--- config.mk ---
export PLATFORM = sky130hd
export DESIGN_NAME = cog_top
export DESIGN_NICKNAME = d
export VERILOG_FILES = /design/src/include/cog_pkg.sv /design/src/hw/cog_sync.sv /design/src/hw/cog_top.sv
export SDC_FILE = /design/constraint.sdc
export NUM_CORES = 1
export LEC_CHECK = 0
export BUFFER_PORTS_ARGS = -buffer_cell sky130_fd_sc_hd__buf_2
export CAP_MARGIN = 20
export CORE_ASPECT_RATIO = 0.75
export CORE_MARGIN = 2
export CORE_UTILIZATION = 50
export CTS_CLUSTER_SIZE = 28
export DETAILED_ROUTE_END_ITERATION = 16
export PLACE_DENSITY = 0.87
export RECOVER_POWER = 25
export SETUP_SLACK_MARGIN = 0.4
export SLEW_MARGIN = 20
export SYNTH_ARGS = -nofsm -noshare
export SYNTH_HDL_FRONTEND = slang
export SYNTH_HIERARCHICAL = 1
export SYNTH_SLANG_ARGS = --single-unit
--- constraint.sdc ---
create_clock -name clk_sys -period 1.1 [get_ports clk_sys]
set_input_delay 0.22 -clock clk_sys [delete_from_list [all_inputs] [get_ports clk_sys]]
set_output_delay 0.22 -clock clk_sys [all_outputs]
set_load 0.1 [all_outputs]
--- src/include/cog_pkg.sv ---
// Functional notes
// - Tx-on bit set in 0x80 enables that upper channel's line driver.
// - Tx-on bit clear shuts driver off, both transmit pins high-impedance.
// - Driver enable is master transmit pin AND register bit.
// - Rx-on bit set in 0x88 enables that upper channel's receiver.
// - Rx-on bit clear switches receiver off, receive pins high-impedance.
// - Cleared master enable in 0x60 blocks that channel from the interrupt pin.
// - Set master enable passes source-enabled channel interrupts to the interrupt pin.
// - Channel status bit at 0x61 sticks until source status register is read.
package cog_pkg;
  localparam int COG_NCH = 6;
  localparam logic [7:0] COG_OFS_IRQ_EN = 8'h60;
  localparam logic [7:0] COG_OFS_IRQ_ST = 8'h61;
  localparam logic [7:0] COG_OFS_TX_ON = 8'h80;
  localparam logic [7:0] COG_OFS_RX_ON = 8'h88;
  localparam logic [5:0] COG_RST_IRQ_EN = 6'h00;
  localparam logic [5:0] COG_RST_TX_ON = 6'h00;
  localparam logic [5:0] COG_RST_RX_ON = 6'h00;
  localparam logic [7:0] COG_RD_UNMAPPED = 8'h00;

  typedef struct packed {
    logic rd;
    logic wr;
    logic [7:0] addr;
    logic [7:0] wdata;
  } cog_req_t;

  typedef struct packed {
    logic [5:0] irq_req;
    logic [5:0] src_en;
    logic [5:0] src_read;
  } cog_chan_t;
endpackage : cog_pkg

--- src/hw/cog_sync.sv ---
`timescale 1ns/100ps
module cog_sync (
  // Clock and reset
  input wire logic clk_sys,
  input wire logic arst_n,
  // Level in and out
  input wire logic d_in,
  output logic q_out
);
  logic meta_reg;
  logic meta_next;
  logic q_reg;
  logic q_next;

  always_comb begin
    meta_next = d_in;
    q_next = meta_reg;
  end

  always_ff @(posedge clk_sys or negedge arst_n) begin
    if (!arst_n) begin
      meta_reg <= 1'b0;
      q_reg <= 1'b0;
    end else begin
      meta_reg <= meta_next;
      q_reg <= q_next;
    end
  end

  assign q_out = q_reg;
endmodule : cog_sync

--- src/hw/cog_top.sv ---
`timescale 1ns/100ps
module cog_top (
  // Clock and reset
  input wire logic clk_sys,
  input wire logic arst_n,
  // Host register port
  input cog_pkg::cog_req_t host_req,
  output logic [7:0] host_rdata,
  // Pins and per-channel interrupt sources
  input wire logic master_tx_en_pin,
  input cog_pkg::cog_chan_t chan,
  // Line control and interrupt pin
  output logic [5:0] transmit_driver_enable,
  output logic [5:0] tx_line_oe_n,
  output logic [5:0] rx_line_oe_n,
  output logic [5:0] receiver_enable_bit,
  output logic irq_out_n
);
  import cog_pkg::*;

  logic [5:0] irq_master_enable_low_reg;
  logic [5:0] irq_master_enable_low_next;
  logic [5:0] tx_on_high_reg;
  logic [5:0] tx_on_high_next;
  logic [5:0] rx_on_high_reg;
  logic [5:0] rx_on_high_next;
  logic [5:0] irq_status_reg;
  logic [5:0] irq_status_next;
  logic [7:0] rdata_reg;
  logic [7:0] rdata_next;
  logic [5:0] drv_reg;
  logic [5:0] drv_next;
  logic [5:0] rcv_reg;
  logic [5:0] rcv_next;
  logic [5:0] txoe_reg;
  logic [5:0] txoe_next;
  logic [5:0] rxoe_reg;
  logic [5:0] rxoe_next;
  logic irq_n_reg;
  logic irq_n_next;
  logic master_tx_sync;
  // Assertion helpers only
  logic [5:0] set_mask;
  logic [5:0] keep_mask;
  logic [5:0] clr_mask;
  logic [5:0] wr_bits;

  // Pin comes from outside the clock domain
  cog_sync u_sync (
    .clk_sys(clk_sys),
    .arst_n(arst_n),
    .d_in(master_tx_en_pin),
    .q_out(master_tx_sync)
  );

  function automatic logic [7:0] cog_pad(input logic [5:0] v);
    cog_pad = {2'b00, v};
  endfunction : cog_pad

  always_comb begin
    irq_master_enable_low_next = irq_master_enable_low_reg;
    tx_on_high_next = tx_on_high_reg;
    rx_on_high_next = rx_on_high_reg;
    if (host_req.wr) begin
      case (host_req.addr)
        COG_OFS_IRQ_EN: irq_master_enable_low_next = host_req.wdata[5:0];
        COG_OFS_TX_ON: tx_on_high_next = host_req.wdata[5:0];
        COG_OFS_RX_ON: rx_on_high_next = host_req.wdata[5:0];
        default: ;
      endcase
    end
    // Set wins over the read-clear in the same cycle
    irq_status_next = (irq_status_reg & ~chan.src_read) | (chan.irq_req & chan.src_en);
    rdata_next = rdata_reg;
    if (host_req.rd) begin
      case (host_req.addr)
        COG_OFS_IRQ_EN: rdata_next = cog_pad(irq_master_enable_low_reg);
        COG_OFS_IRQ_ST: rdata_next = cog_pad(irq_status_reg);
        COG_OFS_TX_ON: rdata_next = cog_pad(tx_on_high_reg);
        COG_OFS_RX_ON: rdata_next = cog_pad(rx_on_high_reg);
        default: rdata_next = COG_RD_UNMAPPED;
      endcase
    end
    drv_next = tx_on_high_reg & {6{master_tx_sync}};
    rcv_next = rx_on_high_reg;
    // Own flops so the pins never pass through an inverter
    txoe_next = ~drv_next;
    rxoe_next = ~rcv_next;
    irq_n_next = ~(|(irq_status_reg & irq_master_enable_low_reg));
  end

  always_ff @(posedge clk_sys or negedge arst_n) begin
    if (!arst_n) begin
      irq_master_enable_low_reg <= COG_RST_IRQ_EN;
      tx_on_high_reg <= COG_RST_TX_ON;
      rx_on_high_reg <= COG_RST_RX_ON;
      irq_status_reg <= 6'h00;
      rdata_reg <= 8'h00;
      drv_reg <= 6'h00;
      rcv_reg <= 6'h00;
      txoe_reg <= 6'h3F;
      rxoe_reg <= 6'h3F;
      irq_n_reg <= 1'b1;
    end else begin
      irq_master_enable_low_reg <= irq_master_enable_low_next;
      tx_on_high_reg <= tx_on_high_next;
      rx_on_high_reg <= rx_on_high_next;
      irq_status_reg <= irq_status_next;
      rdata_reg <= rdata_next;
      drv_reg <= drv_next;
      rcv_reg <= rcv_next;
      txoe_reg <= txoe_next;
      rxoe_reg <= rxoe_next;
      irq_n_reg <= irq_n_next;
    end
  end

  assign host_rdata = rdata_reg;
  assign transmit_driver_enable = drv_reg;
  // Low enable drives; high means both line pins float
  assign tx_line_oe_n = txoe_reg;
  assign rx_line_oe_n = rxoe_reg;
  assign receiver_enable_bit = rcv_reg;
  assign irq_out_n = irq_n_reg;

  assign set_mask = chan.irq_req & chan.src_en;
  assign keep_mask = irq_status_reg & ~chan.src_read;
  assign clr_mask = irq_status_reg & chan.src_read & ~set_mask;
  assign wr_bits = host_req.wdata[5:0];
endmodule : cog_top

# Word level (Yosys, flattened, before mapping)
# Cells that the tools add are included.
# word_totals
wordCells	30
memories	0
romBits	0
inputBits	39
latch_bits	0
ff_bits	59
out_inout_bits	33
mem_bits_rw	0
# op_classes
multipliers	0
bitwise	9
n_addsub	0
div_mod_pow	0
n_eq_ne	4
n_reduce_logical	4
shifts	0
order_cmp	0
n_mux	1
# op_table
cell	n
$and A6 B6 Y6	4
$pmux W6 S4	1
$not A6 Y6	3
$eq A8 B7 Y1 const B	2
$eq A8 B8 Y1 const B	2
$or A6 B6 Y6	1
$reduce_and A2 Y1	3
$reduce_or A6 Y1	1
$not A1 Y1	1

# Depth between registers and ports, before layout
# depth
ltp_word	3
mapped_depth	5
ltp_nobuf	3

# Modules after synthesis
# The synthesis kept the hierarchy.
# modules_own_cells
mod	cells_each	instances	area_per_inst_um2
cog_top	166	1	2204.6
cog_sync	2	1	50.0

# Worst setup path before layout
# OpenSTA, ideal clock, no wires.
# synth_timing
path_type	input port to flip-flop
start	in host_req[10] (netlist name)
end	reg rx_on_high_reg[0] (netlist: rcv_next[0])
path_buffers	1
cell_stages	4
slack_ns	-0.401
arrival_time_ns	1.376
cell_sequence	or3b_1 and4bb_2 buf_4 mux2_2
# synth_via
elab_chain_len	2
# synth_rtl
element	line_no	source
start: declaration	cog_top.sv:7	input cog_pkg::cog_req_t host_req,
$eq A8 B8 Y1	cog_top.sv:65	case (host_req.addr)
$reduce_and A2 Y1 (no line)	n/a	
end signal: assignment	cog_top.sv:107	rx_on_high_reg <= rx_on_high_next;
end: declaration	cog_top.sv:25	logic [5:0] rx_on_high_reg;
# Every way passes these cells.
# A chain may end at the register's enable or synchronous reset.

# Worst setup path in the final report
# layout_timing
start	reg txoe_reg[3] (netlist: tx_line_oe_n[3])
end	out tx_line_oe_n[3]
# layout_rtl
element	line_no	source
start: declaration	cog_top.sv:35	logic [5:0] txoe_reg;
start signal: assignment	cog_top.sv:112	txoe_reg <= txoe_next;
end: declaration	cog_top.sv:14	output logic [5:0] tx_line_oe_n,
# No word-level cell between the ends.

==> impl_summary.txt <==
----------------------------------------------------
[Status]
  Result of the run ... finished with violations
  Violated checks ... setup timing

[Timing]
  Fin crit share ... 123.1%
  Final clock skew ... about 0.012 ns
  Number of failing hold endpoints at the final stage ... 0
  Final TNS setup ... -7.462 ns
  Minimum setup slack in the final design ... -0.2541 ns
  Fmax ... approximately 740 MHz
  Count of final setup violators ... 49
  Final critical path time including I/O delays and setup ... 1.354 ns
  Setup repair after global routing missed its margin ... true
  Max_slew headroom ... 49.66%
  Number of pins with negative max-slew slack in the final report ... 0
  Worst Max-Slew Pin Slew ... roughly 0.76 ns

[Global route]
  Global-route wire length before repair ... 11.41 mm
  Via count of the first global-routing pass ... ~2100
  Maximum number of pins on one net before global-route repair ... 58
  Initial antenna violation count ... 0
  Total grt overflow ... 0
  Total routing usage reported by global routing ... approximately 32%

[Setup path]
  Family of cells with the greatest summed delay on the critical path ... flip-flops
  Critical R2R Capture ... host_rdata[1]
  Master of the slowest instance on the critical path ... dfstp_4
  Endpoint kind of the worst setup timing path ... primary output
  Number of buffer and inverter instances along the worst setup path ... 1
  Delay of the slowest critical-path stage ... 0.62 ns
  Critical register-to-register path startpoint ... irq_master_enable_low_reg[1]
  Cell count of the worst reg-to-reg path ... 3
  Critical path, cell by cell ... buf_12
  Arrival time worst endpoint ... 1.13 ns
  FF-to-FF setup slack ... -0.01 ns
  Maximum fanout along the worst path ... 1
  Critical path data required time ... around 0.88 ns
  Category of the most critical setup path ... register to primary output
  Startpoint type of the worst setup path ... register

[Clocking]
  CTS tree ... done
  Number of buffers on the longest clock path ... 2
  CTS H-tree lvls ... 3
  CTS Sinks ... 57
  Clock buffer count from CTS ... 9
  Hold bufs inserted after CTS ... 1
  Source-to-sink clock delay at the later pin of the worst-skew pair ... 0.34 ns
  Clock transition time at the flip-flop clock pins of the worst setup and hold paths ... roughly 0.060 ns
  Root buf cell ... clkbuf_8

[Floorplan]
  Total die area ... 5068 um2
  Core region area ... 4388 um2
  I/O pins ... 72
  Die span in x ... 81.54 um
  Effective utilization at floorplan ... 51.38%
  Die height ... 62.16 um
  Row cnt ... 21

[Finish]
  Final non-filler cell area ... 3924 um2
  Number of diodes added for antenna fixing ... 0
  Final design utilization ... 89.42%
  Synth-to-Final Area Change ... 74.03%
  Non-filler cells in the finished layout ... 338
  Final layout net count ... between 300 and 400
  Layout cells sized above 1 ... 75.80%
  Number of inserted filler cells in the final layout ... 151

[Logic synthesis]
  Fraction of post-synthesis cell area in the top cell type by area ... approximately 49%
  Top flip-flop cell by instance count after synthesis ... dfrtp_1
  Register area share after synthesis ... 63.98%
  Number of flops mapped to enable cells by yosys ... 0
  Count of yosys warnings during synthesis ... 6
  Synth area leader ... dfrtp_1
  Cell area after synthesis ... 2255 um2
  Post-Syn Instances ... 168
  Synthesized flop and latch total ... 57
  Main area contributors after synthesis ... dfrtp_1 49%, dfstp_2 15%, mux2_2 15%, inv_1 4.0%, nand2_1 3.2%
  Mean area per synthesized cell ... around 13 um2
  Proportion of synthesized flip-flops having asynchronous set or reset ... 100.0%
  Most numerous cell types in the synthesized netlist ... 44 x dfrtp_1, 30 x mux2_2, 24 x inv_1
  Count of different cell masters after synthesis ... 23
  Most instantiated library cell after synthesis ... dfrtp_1

[Route]
  Iteration count of the initial detailed-routing pass ... 4
  Wirelength per Cell ... 22.62 um
  Amount of wire on met2 after detailed routing ... 3.721 mm
  Wire length on met3 ... 598 um
  Post-route met1 wirelength ... 2.858 mm
  Total detailed-routing wirelength ... 7.646 mm
  DR DRC count ... 0
  Number of DRC markers in iteration 0 ... 99
  Residual antenna-violating net count after detailed routing ... 0
  Average via count per standard cell ... approximately 5.6
  Via total after detailed routing ... 1895
  Uppermost routed layer ... met4

[Placement]
  GPL Wtd Cong ... between 0.8 and 0.9
  Placed wire-length estimate ... 3.638 mm
  Placed Area ... approximately 3400 um2
  Worst slack at placement ... -0.5381 ns
  Port Buffers ... 67
  Placed Cells incl. Taps ... 302

[Worst hold path]
  Hold path startpoint ... chan[3]
  Cell count of the worst hold path ... 2
  Kind of path behind the tightest hold check ... input pin to register
  End point of the most critical hold path ... irq_status_reg[3]

[Job]
  # Max-Cap Violations ... 0

[Pwr]
  Pleak ... 1.816 nW
  Pwr dens ... about 1300 nW/um2
  Max IR drop VDD ... 1090 uV

----------------------------------------------------
through the flow:
stage,power [mW],hold WS [ns]
3_5_place_dp,3.142,0.2370
5_1_grt,5.181,0.03428
4_1_cts,4.883,-0.1259
2_1_floorplan,2.779,-0.07559
3_3_place_gp,3.121,0.2423
6_report,5.002,0.03465
power by group:
group	total [mW]	switching (mW)	leakage, nW	internal [mW]
Clock	1.67	0.793	0.0817	0.879
Combinational	1.01	0.576	1.04	0.433
Sequential	2.32	0.0936	0.693	2.23
Total	5.00	1.46	1.82	3.54
how the worst max path moves through the flow:
| stage | endpoint | cells after the start | startpoint |
|---|---|---|---|
| finish | tx_line_oe_n[3] | 1 | tx_line_oe_n[3] |
| floorplan | tx_on_high_reg[0] | 3 | host_req[10] |
| global placement | rcv_next[3] | 4 | host_req[10] |
| CTS | tx_line_oe_n[2] | 1 | tx_line_oe_n[2] |
| global route | irq_out_n | 1 | irq_out_n |
| detailed placement | rcv_next[2] | 4 | host_req[10] |
layout make-up:
| class | count | area (um2) | area share (%) |
|---|---|---|---|
| tap | 57 | 71.32 | 1.818 |
| clock buffer | 15 | 156.4 | 3.986 |
| inverter | 24 | 90.09 | 2.296 |
| multi-input combinational | 81 | 892.1 | 22.74 |
| sequential | 57 | 1560 | 39.76 |
| timing repair buffer | 103 | 1149 | 29.27 |
| clock inverter | 1 | 5.005 | 0.1276 |
what timing repair did:
item / CTS / global route
resized for setup: 58 / 28
setup buffers: 10 / 8
setup endpoints to repair: 62 / 68
cloned: 0 / 1
pin swaps: 16 / 5
endpoints found under the hold margin: 45 / 44
per-layer routing:
metal	up-vias	track usage, %
li1	784	-
met1	954	39.62
met2	114	49.18
met3	43	10.76
met4	0	17.37
met5	-	0
cells in the final DEF (no fill, tap or decap), types with 4 or more instances in the layout:
| cell type | Yosys | routed |
|---|---|---|
| buf_12 | 0 | 31 |
| buf_2 | 1 | 33 |
| buf_4 | 3 | 21 |
| buf_6 | 2 | 14 |
| clkbuf_1 | 1 | 5 |
| clkbuf_8 | 0 | 10 |
| dfrtp_1 | 44 | 25 |
| dfrtp_4 | 0 | 18 |
| dfstp_4 | 0 | 13 |
| inv_1 | 24 | 13 |
| inv_2 | 0 | 11 |
| mux2_2 | 30 | 5 |
| mux2_4 | 0 | 25 |
| nand2_1 | 19 | 13 |
| nand2_2 | 0 | 6 |
| nand4_1 | 6 | 6 |
| nor4b_4 | 2 | 4 |
| o21ai_2 | 0 | 5 |
| o221ai_2 | 0 | 5 |
logic make-up after synthesis:
group / after synthesis / synth area share [%]
flip-flops: 57 / 63.98
AND/OR/NAND/NOR: 34 / 9.767
buffers and inverters: 31 / 6.381
multiplexers: 30 / 14.98
AO/OA/AOI/OAI: 15 / 4.717
other: 1 / 0.1663
Note: power is estimated with default switching activity, not from simulation.
